===== config.mk =====
export PLATFORM = sky130hd
export DESIGN_NAME = cgio_pin_group
export DESIGN_NICKNAME = d
export VERILOG_FILES = /design/src/verilog/cgio_pkg.sv /design/src/verilog/cgio_pin_group.sv /design/src/verilog/cgio_sync.sv
export SDC_FILE = /design/constraint.sdc
export NUM_CORES = 1
export LEC_CHECK = 0
export BUFFER_PORTS_ARGS = -buffer_cell sky130_fd_sc_hd__buf_2
export CAP_MARGIN = 20
export CORE_ASPECT_RATIO = 0.7
export CORE_MARGIN = 2
export CORE_UTILIZATION = 35
export CTS_CLUSTER_SIZE = 8
export DETAILED_ROUTE_END_ITERATION = 8
export PLACE_DENSITY_LB_ADDON = 0.2
export REMOVE_ABC_BUFFERS = 1
export SYNTH_ARGS = -nofsm -noshare
export SYNTH_HDL_FRONTEND = slang
export SYNTH_SLANG_ARGS = --single-unit
export TNS_END_PERCENT = 50

===== constraint.sdc =====
create_clock -name clk -period 9.6 [get_ports clk]
set_input_delay 0 -clock clk [delete_from_list [all_inputs] [get_ports clk]]
set_output_delay 0 -clock clk [all_outputs]
set_load 0.03 [all_outputs]

===== src/verilog/cgio_pkg.sv =====
// Purpose : Shared constants and types for the configurable IO pin group
// Assumes : 32-bit register word, byte addresses in steps of four
// Notes   : All offsets, codes and reset values live here
package cgio_pkg;

   // ------
   // Geometry
   // ------
   localparam int unsigned PINS       = 8;
   localparam int unsigned PAIRS      = PINS / 2;
   localparam int unsigned ADDR_W     = 8;
   localparam int unsigned DATA_W     = 32;
   localparam int unsigned DRV_W      = 3;
   localparam int unsigned TRIG_W     = 2;
   localparam int unsigned IDX_W      = 3;

   // ------
   // Register byte offsets
   // ------
   localparam logic [7:0] OFS_OUT_LEVEL  = 8'h00;
   localparam logic [7:0] OFS_IN_STATE   = 8'h04;
   localparam logic [7:0] OFS_PIN_TYPE   = 8'h08;
   localparam logic [7:0] OFS_HW_CONNECT = 8'h0c;
   localparam logic [7:0] OFS_DRIVE_MODE = 8'h10;
   localparam logic [7:0] OFS_VREF_USE   = 8'h14;
   localparam logic [7:0] OFS_TRIG_KIND  = 8'h18;
   localparam logic [7:0] OFS_EVT_STATUS = 8'h1c;
   localparam logic [7:0] OFS_PIN_ACCESS = 8'h20;

   // ------
   // Field positions
   // ------
   localparam int unsigned POS_DIN       = 0;
   localparam int unsigned POS_DOUT      = 8;
   localparam int unsigned POS_ANALOG    = 16;
   localparam int unsigned POS_BIDIR     = 24;
   localparam int unsigned POS_HWIN_VIS  = 0;
   localparam int unsigned POS_HWOUT_VIS = 8;
   localparam int unsigned POS_OE_FEAT   = 16;
   localparam int unsigned POS_GROUPED   = 24;
   localparam int unsigned POS_SYNC_MODE = 25;
   localparam int unsigned POS_THR_VREF  = 0;
   localparam int unsigned POS_DRV_VREF  = 8;
   localparam int unsigned POS_ACC_IDX   = 0;
   localparam int unsigned POS_ACC_LEVEL = 4;
   localparam int unsigned POS_ACC_WRITE = 8;

   // ------
   // Drive mode codes, three bits per pin
   // ------
   localparam logic [2:0] DRV_DEFAULT = 3'h0;
   localparam logic [2:0] DRV_HIZ     = 3'h1;
   localparam logic [2:0] DRV_STRONG  = 3'h2;
   localparam logic [2:0] DRV_OD_LOW  = 3'h3;
   localparam logic [2:0] DRV_OD_HIGH = 3'h4;

   // ------
   // Event trigger kinds, two bits per pin
   // ------
   typedef enum logic [1:0] {
      TRIG_NONE          = 2'h0,
      LOW_TO_HIGH_TRIGGER = 2'h1,
      TRIG_HIGH_TO_LOW   = 2'h2,
      TRIG_ANY_EDGE      = 2'h3
   } cgio_trig_e;

   // ------
   // Reset values
   // ------
   localparam logic [7:0]  RST_BYTE  = 8'h00;
   localparam logic [23:0] RST_DRIVE = 24'h000000;
   localparam logic [15:0] RST_TRIG  = 16'h0000;
   localparam logic [31:0] RST_WORD  = 32'h00000000;

   // ------
   // Carriers
   // ------
   typedef struct packed {
      logic [ADDR_W-1:0] addr;
      logic [DATA_W-1:0] wdata;
      logic              wr;
      logic              rd;
   } cgio_bus_req_s;

   typedef struct packed {
      logic [PINS-1:0] level;
      logic [PINS-1:0] oe;
   } cgio_drive_s;

endpackage


===== src/verilog/cgio_pin_group.sv =====
// Purpose : Configurable IO pin group: readback, driving, output enables,
//           reference-voltage selection and pin event flags
// Assumes : Pin levels and comparator outputs are asynchronous; hardware
//           side inputs are on clk
// Notes   : Register port with read data one cycle after the strobe
//
// Function
// RULE1 - Every digital-input pin's level is readable by software.
// RULE2 - Visible hardware input terminal carries the pin's input level.
// RULE3 - Software writes the level driven by a digital-output pin.
// RULE4 - Hardware output-enable high activates driver per selected drive mode.
// RULE5 - Hardware output-enable low switches the driver off, high impedance.
// RULE6 - Hardware output-enable gates only hardware-driven outputs, never firmware ones.
// RULE7 - Grouped bus presentation: one output-enable controls all pins.
// RULE8 - Without grouped presentation each pin has its own output-enable.
// RULE9 - Reference-voltage use is allowed only on special IO cells.
// RULE10 - Both pins of a special IO pair share one reference input.
// RULE11 - Special IO cell may take input threshold from reference input.
// RULE12 - Reference use needs a digital input or output connection.
// RULE13 - Reference use excludes analog connection of that pin.
// RULE14 - Pin event output only with digital input and configured trigger.
// RULE15 - Wake handler outside must not trigger on low-to-high edge.
// RULE16 - Outside logic may form level requests from the hardware input.
// RULE17 - Level requests from hardware input bypass the pin event logic.
// RULE18 - Synchroniser enable and reset act only when not transparent.
// RULE19 - Digital output may drive while analog connection is present.
// RULE20 - Group access only for contiguous single-port groups, else per pin.
// RULE21 - Without visible hardware terminal, software alone controls the pin.
// RULE22 - Bidirectional pin defaults to open drain driving low.
// RULE23 - Bidirectional pin combines input readback and output driver paths.
//
// The address map and the address-and-strobe port were decided locally.
`timescale 1ns/1ns
module cgio_pin_group #(
   parameter logic [7:0] SPECIAL_IO_MASK = 8'hf0,
   parameter logic       CONTIGUOUS      = 1'b1
) (
   input  wire logic                        clk,
   input  wire logic                        reset,
   input  wire cgio_pkg::cgio_bus_req_s     bus_req,
   output logic [cgio_pkg::DATA_W-1:0]      bus_rdata,
   input  wire logic [cgio_pkg::PINS-1:0]   pin_in,
   output logic [cgio_pkg::PINS-1:0]        pin_out,
   output logic [cgio_pkg::PINS-1:0]        pin_oe,
   input  wire logic [cgio_pkg::PINS-1:0]   vref_cmp_in,
   output logic [cgio_pkg::PAIRS-1:0]       vref_pair_en,
   output logic [cgio_pkg::PINS-1:0]        vref_drive_sel,
   output logic [cgio_pkg::PINS-1:0]        analog_en,
   input  wire logic [cgio_pkg::PINS-1:0]   hw_out,
   input  wire logic                        hw_oe_bus,
   input  wire logic [cgio_pkg::PINS-1:0]   hw_oe_pin,
   output logic [cgio_pkg::PINS-1:0]        hw_in,
   input  wire logic                        sync_en,
   input  wire logic                        sync_rst,
   output logic                             pin_irq
);

   localparam int unsigned N = cgio_pkg::PINS;

   // ------
   // State
   // ------
   typedef struct packed {
      logic [N-1:0]                out_level;
      logic [N-1:0]                din;
      logic [N-1:0]                dout;
      logic [N-1:0]                analog;
      logic [N-1:0]                bidir;
      logic [N-1:0]                hwin_vis;
      logic [N-1:0]                hwout_vis;
      logic [N-1:0]                oe_feat;
      logic                        grouped;
      logic                        sync_mode;
      logic [23:0]                 drive;
      logic [N-1:0]                thr_vref;
      logic [N-1:0]                drv_vref;
      logic [15:0]                 trig;
      logic [N-1:0]                evt;
      logic [cgio_pkg::IDX_W-1:0]  acc_idx;
      logic [N-1:0]                cap;
      logic [N-1:0]                prev;
      logic [N-1:0]                pin_out;
      logic [N-1:0]                pin_oe;
      logic [N-1:0]                hw_in;
      logic                        irq;
      logic [cgio_pkg::DATA_W-1:0] rdata;
      logic [cgio_pkg::PAIRS-1:0]  vref_pair;
      logic [N-1:0]                vref_drv;
      logic [N-1:0]                analog_en;
   } cgio_state_s;

   cgio_state_s st_ff;
   cgio_state_s nxt_st;

   logic [N-1:0] pin_s;
   logic [N-1:0] cmp_s;

   // ------
   // Pin level and comparator output synchronisers
   // ------
   cgio_sync #(.WIDTH(N)) u_pin_sync (
      .clk      (clk),
      .reset    (reset),
      .async_in (pin_in),
      .sync_out (pin_s)
   );

   cgio_sync #(.WIDTH(N)) u_cmp_sync (
      .clk      (clk),
      .reset    (reset),
      .async_in (vref_cmp_in),
      .sync_out (cmp_s)
   );

   // ------
   // Next-state logic
   // ------
   always_comb begin
      logic [N-1:0]                din_e;
      logic [N-1:0]                dout_e;
      logic [N-1:0]                hwi_path;
      logic [N-1:0]                hwo_path;
      logic [N-1:0]                vref_ok;
      logic [N-1:0]                vref_use;
      logic [N-1:0]                raw;
      logic [N-1:0]                level;
      logic [N-1:0]                hw_oe_sel;
      logic [N-1:0]                ev_set;
      logic [N-1:0]                ev_clr;
      logic [N-1:0]                drv_lvl;
      logic [N-1:0]                drv_on;
      logic [2:0]                  mode;
      logic [1:0]                  kind;
      logic                        wr_hit;
      logic [cgio_pkg::DATA_W-1:0] rd_val;
      din_e     = '0;
      dout_e    = '0;
      hwi_path  = '0;
      hwo_path  = '0;
      vref_ok   = '0;
      vref_use  = '0;
      raw       = '0;
      level     = '0;
      hw_oe_sel = '0;
      ev_set    = '0;
      ev_clr    = '0;
      drv_lvl   = '0;
      drv_on    = '0;
      mode      = cgio_pkg::DRV_DEFAULT;
      kind      = 2'h0;
      wr_hit    = 1'b0;
      rd_val    = cgio_pkg::RST_WORD;
      nxt_st    = st_ff;

      // Bidirectional means input and output, both with hardware terminals
      din_e    = st_ff.din | st_ff.bidir;                                   // RULE23
      dout_e   = st_ff.dout | st_ff.bidir;                                  // RULE23
      hwi_path = st_ff.hwin_vis | st_ff.bidir;                              // RULE23
      hwo_path = st_ff.hwout_vis | st_ff.bidir;                             // RULE23

      // Reference only on special cells with a digital path and no analog
      vref_ok = SPECIAL_IO_MASK & (din_e | dout_e) & ~st_ff.analog;         // RULE9 RULE12 RULE13

      // Threshold from the reference comparator where selected
      raw = (st_ff.thr_vref & vref_ok & din_e & cmp_s)
          | (~(st_ff.thr_vref & vref_ok & din_e) & pin_s);                 // RULE11

      // Optional capture stage; its enable and reset are dead when transparent
      if (st_ff.sync_mode && sync_rst) begin                                // RULE18
         nxt_st.cap = '0;
      end else if (st_ff.sync_mode && sync_en) begin                        // RULE18
         nxt_st.cap = raw;
      end
      level = st_ff.sync_mode ? st_ff.cap : raw;

      nxt_st.hw_in = level & din_e & hwi_path;                              // RULE2
      nxt_st.prev  = level;

      // Pin events straight from the level, independent of hw_in
      for (int i = 0; i < N; i++) begin
         kind = st_ff.trig[i*cgio_pkg::TRIG_W +: cgio_pkg::TRIG_W];
         if (din_e[i]) begin                                               // RULE14 RULE17
            ev_set[i] = ((kind == cgio_pkg::LOW_TO_HIGH_TRIGGER)
                         && level[i] && !st_ff.prev[i])
                      || ((kind == cgio_pkg::TRIG_HIGH_TO_LOW)
                         && !level[i] && st_ff.prev[i])
                      || ((kind == cgio_pkg::TRIG_ANY_EDGE)
                         && (level[i] != st_ff.prev[i]));
         end
      end

      // Output enable source per pin
      hw_oe_sel = st_ff.grouped ? {N{hw_oe_bus}} : hw_oe_pin;             // RULE7 RULE8

      // Driver per pin
      for (int i = 0; i < N; i++) begin
         mode = st_ff.drive[i*cgio_pkg::DRV_W +: cgio_pkg::DRV_W];
         if (mode == cgio_pkg::DRV_DEFAULT) begin
            if (st_ff.bidir[i]) begin
               mode = cgio_pkg::DRV_OD_LOW;                                 // RULE22
            end else if (dout_e[i]) begin
               mode = cgio_pkg::DRV_STRONG;
            end else begin
               mode = cgio_pkg::DRV_HIZ;
            end
         end
         drv_lvl[i] = hwo_path[i] ? hw_out[i] : st_ff.out_level[i];        // RULE3 RULE21
         // Firmware-driven pins ignore the hardware enable
         drv_on[i]  = dout_e[i]
                    && (!(hwo_path[i] && st_ff.oe_feat[i]) || hw_oe_sel[i]); // RULE4 RULE5 RULE6
         case (mode)
            cgio_pkg::DRV_STRONG: begin
               nxt_st.pin_out[i] = drv_lvl[i];
               nxt_st.pin_oe[i]  = drv_on[i];                               // RULE4
            end
            cgio_pkg::DRV_OD_LOW: begin
               nxt_st.pin_out[i] = 1'b0;
               nxt_st.pin_oe[i]  = drv_on[i] && !drv_lvl[i];
            end
            cgio_pkg::DRV_OD_HIGH: begin
               nxt_st.pin_out[i] = 1'b1;
               nxt_st.pin_oe[i]  = drv_on[i] && drv_lvl[i];
            end
            default: begin
               nxt_st.pin_out[i] = 1'b0;
               nxt_st.pin_oe[i]  = 1'b0;                                    // RULE5
            end
         endcase
      end

      // Analog stays on alongside a driven output; shorting is the user's call
      nxt_st.analog_en = st_ff.analog;                                      // RULE19
      nxt_st.vref_drv  = st_ff.drv_vref & vref_ok & dout_e;                 // RULE9
      vref_use = (st_ff.thr_vref | st_ff.drv_vref) & vref_ok;
      for (int p = 0; p < cgio_pkg::PAIRS; p++) begin
         nxt_st.vref_pair[p] = vref_use[2*p] | vref_use[2*p+1]; // RULE10
      end

      // ------
      // Register writes
      // ------
      wr_hit = bus_req.wr;
      if (wr_hit) begin
         case (bus_req.addr)
            cgio_pkg::OFS_OUT_LEVEL: begin
               if (CONTIGUOUS) begin                                        // RULE20
                  nxt_st.out_level = bus_req.wdata[N-1:0];                  // RULE3
               end
            end
            cgio_pkg::OFS_PIN_TYPE: begin
               nxt_st.din    = bus_req.wdata[cgio_pkg::POS_DIN    +: N];
               nxt_st.dout   = bus_req.wdata[cgio_pkg::POS_DOUT   +: N];
               nxt_st.analog = bus_req.wdata[cgio_pkg::POS_ANALOG +: N];
               nxt_st.bidir  = bus_req.wdata[cgio_pkg::POS_BIDIR  +: N];
            end
            cgio_pkg::OFS_HW_CONNECT: begin
               nxt_st.hwin_vis  = bus_req.wdata[cgio_pkg::POS_HWIN_VIS  +: N];
               nxt_st.hwout_vis = bus_req.wdata[cgio_pkg::POS_HWOUT_VIS +: N];
               nxt_st.oe_feat   = bus_req.wdata[cgio_pkg::POS_OE_FEAT   +: N];
               nxt_st.grouped   = bus_req.wdata[cgio_pkg::POS_GROUPED];
               nxt_st.sync_mode = bus_req.wdata[cgio_pkg::POS_SYNC_MODE];
            end
            cgio_pkg::OFS_DRIVE_MODE: begin
               nxt_st.drive = bus_req.wdata[23:0];
            end
            cgio_pkg::OFS_VREF_USE: begin
               nxt_st.thr_vref = bus_req.wdata[cgio_pkg::POS_THR_VREF +: N];
               nxt_st.drv_vref = bus_req.wdata[cgio_pkg::POS_DRV_VREF +: N];
            end
            cgio_pkg::OFS_TRIG_KIND: begin
               nxt_st.trig = bus_req.wdata[15:0];
            end
            cgio_pkg::OFS_EVT_STATUS: begin
               ev_clr = bus_req.wdata[N-1:0];
            end
            cgio_pkg::OFS_PIN_ACCESS: begin
               nxt_st.acc_idx = bus_req.wdata[cgio_pkg::POS_ACC_IDX +: cgio_pkg::IDX_W];
               if (bus_req.wdata[cgio_pkg::POS_ACC_WRITE]) begin            // RULE20
                  nxt_st.out_level[bus_req.wdata[cgio_pkg::POS_ACC_IDX
                                   +: cgio_pkg::IDX_W]] =
                     bus_req.wdata[cgio_pkg::POS_ACC_LEVEL];
               end
            end
            default: begin
            end
         endcase
      end

      // New events win over a clear in the same cycle
      nxt_st.evt = (st_ff.evt & ~ev_clr) | ev_set;
      nxt_st.irq = |nxt_st.evt;                                             // RULE14

      // ------
      // Register reads
      // ------
      case (bus_req.addr)
         cgio_pkg::OFS_OUT_LEVEL:  rd_val[N-1:0] = CONTIGUOUS ? st_ff.out_level : '0;
         cgio_pkg::OFS_IN_STATE:   rd_val[N-1:0] = CONTIGUOUS ? (level & din_e) : '0; // RULE1
         cgio_pkg::OFS_PIN_TYPE:   rd_val = {st_ff.bidir, st_ff.analog, st_ff.dout, st_ff.din};
         cgio_pkg::OFS_HW_CONNECT: rd_val = {6'h00, st_ff.sync_mode, st_ff.grouped,
                                             st_ff.oe_feat, st_ff.hwout_vis, st_ff.hwin_vis};
         cgio_pkg::OFS_DRIVE_MODE: rd_val[23:0] = st_ff.drive;
         cgio_pkg::OFS_VREF_USE:   rd_val[15:0] = {st_ff.drv_vref & vref_ok,
                                                   st_ff.thr_vref & vref_ok};
         cgio_pkg::OFS_TRIG_KIND:  rd_val[15:0] = st_ff.trig;
         cgio_pkg::OFS_EVT_STATUS: rd_val[N-1:0] = st_ff.evt;
         cgio_pkg::OFS_PIN_ACCESS: begin
            rd_val[cgio_pkg::POS_ACC_IDX +: cgio_pkg::IDX_W] = st_ff.acc_idx;
            rd_val[cgio_pkg::POS_ACC_LEVEL] = level[st_ff.acc_idx] & din_e[st_ff.acc_idx]; // RULE1
         end
         default:                  rd_val = cgio_pkg::RST_WORD;
      endcase
      nxt_st.rdata = bus_req.rd ? rd_val : cgio_pkg::RST_WORD;
   end

   // ------
   // State register
   // ------
   always_ff @(posedge clk or posedge reset) begin
      if (reset) begin
         st_ff       <= '0;
         st_ff.drive <= cgio_pkg::RST_DRIVE;
         st_ff.trig  <= cgio_pkg::RST_TRIG;
      end else begin
         st_ff <= nxt_st;
      end
   end

   // ------
   // Outputs, all straight from flip-flops
   // ------
   assign bus_rdata      = st_ff.rdata;
   assign pin_out        = st_ff.pin_out;
   assign pin_oe         = st_ff.pin_oe;
   assign hw_in          = st_ff.hw_in;
   assign pin_irq        = st_ff.irq;
   assign vref_pair_en   = st_ff.vref_pair;
   assign vref_drive_sel = st_ff.vref_drv;
   assign analog_en      = st_ff.analog_en;

endmodule


===== src/verilog/cgio_sync.sv =====
// Purpose : Two-stage synchroniser for pin levels entering the clock domain
// Assumes : Inputs are asynchronous to clk
// Notes   : First stage feeds only the second stage
`timescale 1ns/1ns
module cgio_sync #(
   parameter int unsigned WIDTH = 8
) (
   input  wire logic             clk,
   input  wire logic             reset,
   input  wire logic [WIDTH-1:0] async_in,
   output logic      [WIDTH-1:0] sync_out
);

   typedef struct packed {
      logic [WIDTH-1:0] stage1;
      logic [WIDTH-1:0] stage2;
   } cgio_sync_s;

   cgio_sync_s st_ff;
   cgio_sync_s nxt_st;

   always_comb begin
      nxt_st        = st_ff;
      nxt_st.stage1 = async_in;
      nxt_st.stage2 = st_ff.stage1;
   end

   always_ff @(posedge clk or posedge reset) begin
      if (reset) begin
         st_ff <= '0;
      end else begin
         st_ff <= nxt_st;
      end
   end

   assign sync_out = st_ff.stage2;

endmodule

Yosys cells after proc, flatten, opt, wreduce, memory -nomap -nowiden
Index checks and enable logic that the tools add are counted.
- bits in registers: 258
- bits of input ports: 79
- output and inout port bits: 77
- word-level logic and storage cells: 354
- magnitude comparators: 3
- eq/ne operators: 65
- mux-type cells: 79
- bitwise gates (word level): 27
- reduce and logical (&&, ||, !) cells: 150
- operator list (kind ; count):
    $and A8 B8 Y8 ; 11
    $logic_and A1 B1 Y1 ; 75
    $or A8 B8 Y8 ; 8
    $mux W8 ; 7
    $eq A3 B2 Y1 const B ; 16
    $pmux W8 S5 ; 1
    $eq A2 B2 Y1 const B ; 16
    $eq A8 B5 Y1 const B ; 4
    $logic_not A1 Y1 ; 32
    $mux W2 ; 16
    $mux W32 ; 1
    $pmux W8 S2 ; 2
    $pmux W3 S9 ; 1
    $eq A3 B3 Y1 const B ; 8
    $logic_not A3 Y1 ; 8
    $logic_or A1 B1 Y1 ; 24
    $mux W3 ; 8
    $not A8 Y8 ; 3
    $pmux W1 S3 ; 8
    $pmux W3 S8 ; 1
    $pmux W8 S3 ; 1
    $mux W1 ; 19
    $eq A2 B1 Y1 const B ; 8
    $eq A8 B4 Y1 const B ; 2
    other kinds (19) ; 44

Depth between registers and ports, before layout
Gate-level depths: netlist of the first run.
- depth after elaboration: 17
- gate-level depth with buffers: 8
- mapped depth without buffers: 7

Hierarchy
A second synthesis of the first run with hierarchy kept.
- cells, all modules: 1021
- area, all modules: 11283.3 um2
- modules (own cells, without submodules) (module ; times used ; cells each ; area each (um2) ; seq. area each (um2)):
    cgio_pin_group ; 1 ; 987 ; 10475.0 ; 5305.1
    cgio_sync ; 2 ; 17 ; 404.1 ; 400.4

Worst setup path before layout of the first run
Ideal clock, no wire load.
- path type: reg2reg
- from: register st_ff[193] (netlist bit)
- to: register st_ff, in the netlist pin_irq
- library setup time: 0.138 ns
- arrival time: 2.434 ns
- required time: 9.462 ns
- slack: 7.027 ns
- stages on the path, launching flop included: 8
- buffers on the path: 1
- period minus slack after synthesis: 2.573 ns
- cells stage by stage: dfrtp_1 buf_2 nor2_1 or4_1 and3_1 a221o_1 or4b_1 or4_1
- RTL lines (item ; RTL line ; text):
    from (decl) ; cgio_pin_group.sv:92 ; cgio_state_s st_ff;
    from (signal assigned) ; cgio_pin_group.sv:325 ; st_ff <= nxt_st;

==> results of run 1 <==
[worst max-delay path, stage by stage, from the launching register on]
cell and delay, ps:
dfrtp_1 440, buf_4 240, or4_1 560, and3_1 260, a221o_1 410, or4b_1 570
or4_1 430
[cell usage in the layout, fill, tap and decap left out, drive strengths merged, types with 5 or more instances in the layout]
cell	n
a21oi	73
a221oi	5
a222oi	9
a22oi	19
a31oi	7
and3	11
buf	154
clkbuf	36
conb	6
dfrtp	236
dlygate4sd3	57
inv	34
mux2	110
mux2i	23
nand2	70
nand2b	9
nand3	12
nor2	84
nor2b	12
nor3	46
nor3b	10
nor4	5
o21ai	40
o21bai	8
or4	5
[sequential cells by signal, indices dropped and copies added (netlist names)]
signal               flops
vref_pair_en             2
pin_out                  8
hw_in                    8
vref_drive_sel           4
bus_rdata               32
pin_irq                  1
st_ff                  133
u_pin_sync.nxt_st        8
nxt_st                   8
u_cmp_sync.sync_out      4
pin_oe                   8
u_cmp_sync.nxt_st        4
analog_en                8
u_pin_sync.sync_out      8
[synth_stat cells, types with 7 or more instances]
master,instances,area [sq um]
a21oi_1,73,365.4
a222oi_1,9,90.09
a22oi_1,19,142.6
a31oi_1,7,43.79
and3_1,11,68.82
buf_4,76,570.6
clkbuf_1,38,142.6
dfrtp_1,236,5906
inv_1,33,123.9
mux2_2,110,1239
mux2i_1,23,230.2
nand2_1,70,262.8
nand2b_1,9,56.30
nand3_1,12,60.06
nor2_1,84,315.3
nor2b_1,12,75.07
nor3_1,45,225.2
nor3b_1,10,75.07
o21ai_0,39,195.2
o21bai_1,8,60.06
[power by group]
part | switching (mW) | internal [mW]
clock | 0.430 | 0.686
combinational | 0.122 | 0.0882
sequential | 0.0493 | 1.04
total | 0.601 | 1.82
[layout make-up]
class / count / area, sq um
timing repair buffer: 211 / 1364
fill: 3049 / 17880
clock inverter: 3 / 55.05
tap: 420 / 525.5
multi-input combinational: 627 / 4249
inverter: 33 / 131.4
clock buffer: 36 / 900.9
sequential: 236 / 5906
[metal layers]
layer / up-vias / share of wire [%] / GRT usage [%]
li1: 3781 / - / -
met1: 4193 / 48 / 30.94
met2: 335 / 43 / 30.45
met3: 46 / 7.5 / 4.072
met4: 2 / 1.4 / 3.947
met5: - / 0.033 / 0.8696
[through the flow]
stage	setup slack (ps)	area (sq um)	instances	util [%]	hold slack, ps
after global routing	6392	13130	1566	42.34	80.73
after CTS	6517	13120	1565	42.32	1.331
after detailed placement	6310	11600	1469	37.40	109.3
after floorplan	3125	10270	896	-	31.43
after global placement	6312	11600	1469	37.40	109.8
final	6504	13130	1566	42.34	14.12
[cells by family after synthesis]
logic type,after synthesis
and+or+nand+nor,282
DFF,236
AOI/OAI and AO/OA,203
buffers and inverters,155
muxes,136
other,1
[worst min path at each step]
stage / endpoint / startpoint / cells after the start
6_report: pin_out[6]$_DFF_PP0_ / hw_out[6] / 5
4_1_cts: pin_oe[5]$_DFF_PP0_ / hw_out[5] / 6
2_1_floorplan: u_cmp_sync.nxt_st[4]$_DFF_PP0_ / vref_cmp_in[4] / 0
3_5_place_dp: u_pin_sync.nxt_st[0]$_DFF_PP0_ / pin_in[0] / 1
3_3_place_gp: u_pin_sync.nxt_st[0]$_DFF_PP0_ / pin_in[0] / 1
5_1_grt: pin_oe[2]$_DFF_PP0_ / hw_out[2] / 6
==> impl_metrics.ini, run 1 <==
[power_and_ir_drop]
leakage_nw = 6.214
peakVddDrop_mv = 0.09834
power.total_mw = 2.420
power.density_nw_per_um2 = 184.3

[floorplanning]
die_area_sq_um = 32890
fp.dieH_microns = 152.3
core_area_sq_um = 31010
row_count = 54
start_util_pct = 35.47
die_x_microns = 215.9
ios = 156

[clocking]
cts-resized-gates = 0
clkTransAtPathRegs_ps = 50
cts_num_sinks = 236
h-tree-depth = 2
post-cts-setup-buffers = 0
hold_buffers = 57
cts_buffers = 35
cts.path.max_buffers = 3
root_buffer = clkbuf_16
clk_latency_ps = 530
cts_tree = done

[synth]
synth_xor_area_share_pct = 0
synthArstFlopShare_pct = 100.0
synth_edf_count = 0
synth-compound-area-share_pct = 11.90
ys_warn_count = 0
ys_seq_area_share_pct = 53.69
synth_area_sq_um = 11000
synthSimpleGateAreaFrac_pct = 12.44
synth_area_per_cell_sq_um = 10.86
synth_mux_area_share_pct = 13.97
synth-seq-cells = 236
synthAdderAreaFrac_pct = 0
yosysUniqueCellTypes = 59
synthCells = 1013
synth_flop_cell = dfrtp_1
synth_top_family_by_area = multiplexers

[critical_path]
cp_data_arrival_time_ps = 3450
r2r_start = st_ff[160]$_DFFE_PP0P_
rrSetupSlack_ps = 6500
crit_path_start = st_ff[160]$_DFFE_PP0P_
worst_setup_path_end_kind = register
crit_type = reg -> reg
endpoint = pin_irq$_DFF_PP0_
required_ps = 9960
timing.rr.end = pin_irq$_DFF_PP0_
reg2reg_depth = 6
critPathLaunchType = register
cp_max_fo = 19

[routing]
wl_per_cell_microns = 21.38
first_pass_iters = 7
drc = 0
routed_wl_microns = 33480
drtIter0Drc = 756
vias = 8357
antenna_left = 0
vias_per_cell = 5.337

[global_route]
gr-total-overflow = 0
grt_pass1_wl_microns = 51200
grt_pass1_vias = 8272
grtUsageTotal_pct = 20.49
antenna_found_initial = 1
grt_max_degree = 121

[final_layout]
diodes = 0
area_growth_pct = 19.37
final_net_count = 1223
layout-drive-gt1-share_pct = 27.66

[run_status]
status = completed

[flow_run]
maxCapViolCount = 0

[sta]
worst_pin_slew_ps = 1101
relSlewSlack_pct = 26.42
final.min_clock_period_ps = 3096
report.final.slew_viol_count = 0
rsz0062_at_grt = no
fin_skew_ps = 34.48
max_freq_mhz = 323.0
fin_tns_setup_ps = 0
fin_crit_sh_pct = 32.25
setup_viol = 0
hold_viol_final = 0

[placed_design]
gp_congestion = 0.8916
io_buffers = 145
place_hpwl_microns = 23130

[min_path]
hold_path.class = in -> reg
Power figures use the tool's default switching activity.
==> run 2, diff against run 1 <==
Clock period 9.6 ns to 2.85 ns, I/O delays scaled along.
==> run 2 against run 1 <==
  * First-iteration DRC count grew 9.4%
  * Die area is the same
  * Sequential cell count is the same
  * Cell count grew 1.9%
  * Largest cell class unchanged
==> impl_metrics.ini, run 2 (same netlist as run 1, synthesis figures left out) <==
[final_layout]
final_cell_mix = dfrtp_1, buf_2, mux2_2, nor2_1, a21oi_1
layout-drive-gt1-share_pct = 29.70
final_net_count = 1253
diodes = 0
regMostFlops = st_ff
final_common_cell = dfrtp_1
area_growth_pct = 21.49
largest_reg_flops = 133
n_fill_cell = 2961
utilization_pct = 43.09

[clocking]
cts_buffers = 35
post-cts-setup-buffers = 0
cts_tree = done
cts-resized-gates = 0
h-tree-depth = 2
clkTransAtPathRegs_ps = 50
root_buffer = clkbuf_16
clk_latency_ps = 510
cts_num_sinks = 236
cts.path.max_buffers = 3

[sta]
fin_crit_sh_pct = 94.35
worst_pin_slew_ps = 887.0
fin_skew_ps = 12.39
rsz0062_at_grt = no
final.min_clock_period_ps = 2689
hold_viol_final = 0
setup_viol = 0
hold_ws_ps = 35.00
relSlewSlack_pct = 40.47
max_freq_mhz = 371.9
report.final.slew_viol_count = 0

[critical_path]
worst_setup_path_end_kind = register
cp_max_fo = 5
crit_chain = nor2_1 -> or4_1 -> and3_1 -> a221o_1 -> or4b_1 -> or4_1
slowest_stage = or4b_1
worst_path_largest_cell_delay_ps = 540
cp_data_arrival_time_ps = 3070
rrSetupSlack_ps = 160
required_ps = 3230
critPathLaunchType = register
crit_type = reg -> reg
worst_path_most_repeated_cell = or4_1

[routing]
wl_per_cell_microns = 22.35
routed_wl_microns = 35650
drc = 0
antenna_left = 0
drtIter0Drc = 827
vias = 8565
vias_per_cell = 5.370
first_pass_iters = 8

[global_route]
use_met3_pct = 4.631
grt_pass1_vias = 8725
grt_max_degree = 93
gr-total-overflow = 0
antenna_found_initial = 0
grt_util_met2_pct = 31.76
met1_usage_pct = 33.01
grtUsageTotal_pct = 21.95
grt_busiest_layer = met1
grt_pass1_wl_microns = 54410

[floorplanning]
ios = 156
fp.dieH_microns = 152.3
row_count = 54
die_x_microns = 215.9
start_util_pct = 35.47
die_area_sq_um = 32890
core_area_sq_um = 31010

[placed_design]
io_buffers = 145
gp_congestion = 0.9318
place_hpwl_microns = 25220

[power_and_ir_drop]
power.density_nw_per_um2 = 614.2
leakage_nw = 6.378
peakVddDrop_mv = 0.3124
power.total_mw = 8.208

[flow_run]
maxCapViolCount = 0

[run_status]
status = completed

[min_path]
hold_path.class = in -> reg
run 2: cell count changes in the layout (fill, tap and decap cells not counted), sizes merged:
cell / previous run / this run
buf: 154 / 188
inv: 34 / 33
clkbuf: 36 / 37
clkinv: 1 / 0
dlygate4sd3: 57 / 53
run 2: through the flow:
stage | instance area [sq um] | setup TNS, ps | worst slack [ps] | instances
6_report | 13360 | 0 | 161.1 | 1595
5_1_grt | 13360 | 0 | 50.50 | 1595
4_1_cts | 13360 | 0 | 180.7 | 1595
3_5_place_dp | 11880 | 0 | 195.1 | 1504
3_3_place_gp | 11880 | 0 | 238.7 | 1504
2_1_floorplan | 10270 | -856980 | -3625 | 896
run 2: path summary, 6_finish.rpt:
| check | start | to | cells past startpoint |
|---|---|---|---|
| min in group asynchronous | reset | u_cmp_sync.nxt_st[7]$_DFF_PP0_ | 3 |
| worst min register to register | u_cmp_sync.nxt_st[5]$_DFF_PP0_ | u_cmp_sync.sync_out[5]$_DFF_PP0_ | 0 |
| worst min-delay path | hw_out[6] | pin_out[6]$_DFF_PP0_ | 5 |
| worst max register to register | st_ff[217]$_DFFE_PP0P_ | pin_irq$_DFF_PP0_ | 6 |
| worst max-delay path | st_ff[217]$_DFFE_PP0P_ | pin_irq$_DFF_PP0_ | 6 |
| max in group asynchronous | reset | pin_oe[5]$_DFF_PP0_ | 4 |
run 2: area by class of cell:
| cell class | count | area (sq um) | share of cell area (%) |
|---|---|---|---|
| inverter | 33 | 131.4 | 0.9831 |
| sequential | 236 | 5906 | 44.19 |
| tap | 420 | 525.5 | 3.932 |
| timing repair buffer | 241 | 1604 | 12.00 |
| clock inverter | 1 | 30.03 | 0.2247 |
| clock buffer | 37 | 925.9 | 6.928 |
| multi-input combinational | 627 | 4242 | 31.74 |
run 2: routing by layer:
layer  vias up  wire length, microns  share of wire (%)
li1       3846                     -                  -
met1      4300                 17020                 48
met2       363                 15230                 43
met3        56                  2614                7.3
met4         0                   779                2.2
met5         -                     0                  0
run 2: repair_timing:
item,in CTS,in global routing
setup endpoints to repair,0,0
hold buffers,53,0
hold endpoints to repair,222,0
run 2: power breakdown:
part	total [mW]	leakage [nW]	switching [mW]	internal [mW]
logic	0.753	2.75	0.441	0.312
registers	3.67	3.16	0.157	3.52
clock network	3.78	0.470	1.43	2.35
run 2: critical path, delay by kind of cell, from the launching register on:
kind | cells | cell delay, ps
AOI/OAI and AO/OA | 1 | 370
and+or+nand+nor | 5 | 1760
DFF | 1 | 420
==> run 3, diff against run 2 <==
Settings changed: CORE_MARGIN 2 to not set.
Clock period 2.85 ns to 2.9 ns, I/O delays scaled along.
==> run 3 against run 2 <==
  * Critical path depth is the same
  * Die area shrank 2.2%
  * Total power shrank 3.1%
  * Largest cell class unchanged
  * Sequential cell count is the same
  * Via count shrank 1.5%
  * First-iteration DRC count shrank 7.6%
  * Global-route usage grew 0.39 points
  * Register-to-register slack gained 70 ps
  * Cell count shrank 0.19%
  * Sequential power shrank 2%
  * Combinational power shrank 2%
  * Largest power group is now registers
  * Count of clock-buffer cells in the layout grew 1
==> impl_metrics.ini, run 3 (same netlist as run 1, synthesis figures left out) <==
[sta]
report.final.slew_viol_count = 0
fin_crit_sh_pct = 92.14
max_freq_mhz = 374.2
rsz0062_at_grt = no
hold_ws_ps = 29.24
fin_skew_ps = 14.38
setup_viol = 0
worst_pin_slew_ps = 1052
final.min_clock_period_ps = 2672
relSlewSlack_pct = 29.37
hold_viol_final = 0

[power_and_ir_drop]
power.density_nw_per_um2 = 595.5
leakage_nw = 6.384
peakVddDrop_mv = 0.3537

[floorplanning]
start_util_pct = 36.14
row_count = 53
die_x_microns = 213.9
fp.dieH_microns = 150.3
die_area_sq_um = 32150
core_area_sq_um = 30440
ios = 156

[critical_path]
timing.rr.end = pin_irq$_DFF_PP0_
cp_num_buf_inv = 0
cp_top_family = simple AND/OR/NAND/NOR gates
cp_max_fo = 3
required_ps = 3280
rrSetupSlack_ps = 230
crit_chain = nand2b_1 -> or4_1 -> and3_1 -> a221o_1 -> or4b_1 -> or4_1
worst_setup_path_end_kind = register
slowest_stage = or4b_1
r2r_start = nxt_st[7]$_DFFE_PP0P_
worst-path-stages = 6
worst_path_largest_cell_delay_ps = 540
critPathLaunchType = register
cp_data_arrival_time_ps = 3050
worst_path_most_repeated_cell = or4_1
reg2reg_depth = 6
crit_type = reg -> reg

[flow_run]
maxCapViolCount = 0

[routing]
drtIter0Drc = 764
drc = 0
met3_length_microns = 2890
vias_per_cell = 5.302
wirelength_met1_microns = 16730
routed_wl_microns = 34950
wl_per_cell_microns = 21.95
highest_layer = met5
antenna_left = 0
first_pass_iters = 5
dr_wl_met2_microns = 14840
vias = 8440

[global_route]
grtUsageTotal_pct = 22.34
gr-total-overflow = 0
grt_pass1_wl_microns = 52270
grt_pass1_vias = 8338
antenna_found_initial = 2
grt_max_degree = 76

[clocking]
cts_tree = done
root_buffer = clkbuf_16
post-cts-setup-buffers = 0
clk_latency_ps = 500
clkTransAtPathRegs_ps = 50
cts_num_sinks = 236
cts.path.max_buffers = 3
cts-resized-gates = 0
hold_buffers = 53
cts_buffers = 35
h-tree-depth = 2

[final_layout]
area_growth_pct = 21.45
n_fill_cell = 2927
layout-drive-gt1-share_pct = 29.83
final_net_count = 1257
regMostFlops = st_ff
final_cell_mix = dfrtp_1, buf_2, mux2_2, nor2_1, a21oi_1
final_common_cell = dfrtp_1
diodes = 0
fin_cells = 1592
largest_reg_flops = 133

[min_path]
hold_path_depth = 5
hold_path.class = in -> reg
min_to = pin_oe[6]$_DFF_PP0_
min-delay-start = hw_oe_pin[6]

[placed_design]
gp_congestion = 0.9168
dp_cells = 1500
place_hpwl_microns = 24970
io_buffers = 145

[run_status]
status = completed
==> run 3: area by class of cell <==
class | instances | area, sq um | area share (%)
flip-flops and latches | 236 | 5906 | 44.20
multi-input cells | 627 | 4239 | 31.73
repair buffers | 245 | 1634 | 12.23
clock buffers | 38 | 929.6 | 6.958
well taps | 412 | 515.5 | 3.858
inverters | 33 | 131.4 | 0.9833
clock inverters | 1 | 5.005 | 0.03746
==> run 3: worst max path at each step <==
stage | from | endpoint | slack, ps
floorplan | reset | analog_en[0]$_DFF_PP0_ | -3570
global placement | nxt_st[7]$_DFFE_PP0P_ | pin_irq$_DFF_PP0_ | 330
detailed placement | nxt_st[7]$_DFFE_PP0P_ | pin_irq$_DFF_PP0_ | 260
CTS | nxt_st[7]$_DFFE_PP0P_ | pin_irq$_DFF_PP0_ | 240
global route | nxt_st[7]$_DFFE_PP0P_ | pin_irq$_DFF_PP0_ | 120
finish | nxt_st[7]$_DFFE_PP0P_ | pin_irq$_DFF_PP0_ | 230
==> run 3: through the flow <==
| stage | setup TNS [ps] | utilization, % | cell area (sq um) | setup slack [ps] | power, mW |
|---|---|---|---|---|---|
| after global routing | 0 | 43.89 | 13360 | 120.9 | 8.274 |
| after floorplan | -843630 | - | 10270 | -3575 | 4.010 |
| after detailed placement | 0 | 39.08 | 11900 | 260.7 | 4.340 |
| final | 0 | 43.89 | 13360 | 227.8 | 7.956 |
| after global placement | 0 | 39.08 | 11900 | 325.3 | 4.329 |
| after CTS | 0 | 43.89 | 13360 | 243.6 | 8.037 |
==> run 3: power breakdown <==
| part | switching (mW) | total [mW] | internal (mW) |
|---|---|---|---|
| clock network | 1.38 | 3.61 | 2.23 |
| logic | 0.431 | 0.738 | 0.307 |
| registers | 0.155 | 3.61 | 3.46 |
==> run 3: per-layer routing <==
layer / up-vias / GRT usage (%)
li1: 3855 / -
met1: 4188 / 33.45
met3: 43 / 5.590
met5: - / 0
met2: 352 / 32.32
met4: 2 / 4.607
==> run 3: worst register-to-register path, stage by stage (launching register included) <==
cell and delay (ps):
dfrtp_1 370, nand2b_1 180, or4_1 430, and3_1 250, a221o_1 370, or4b_1 540, or4_1 400
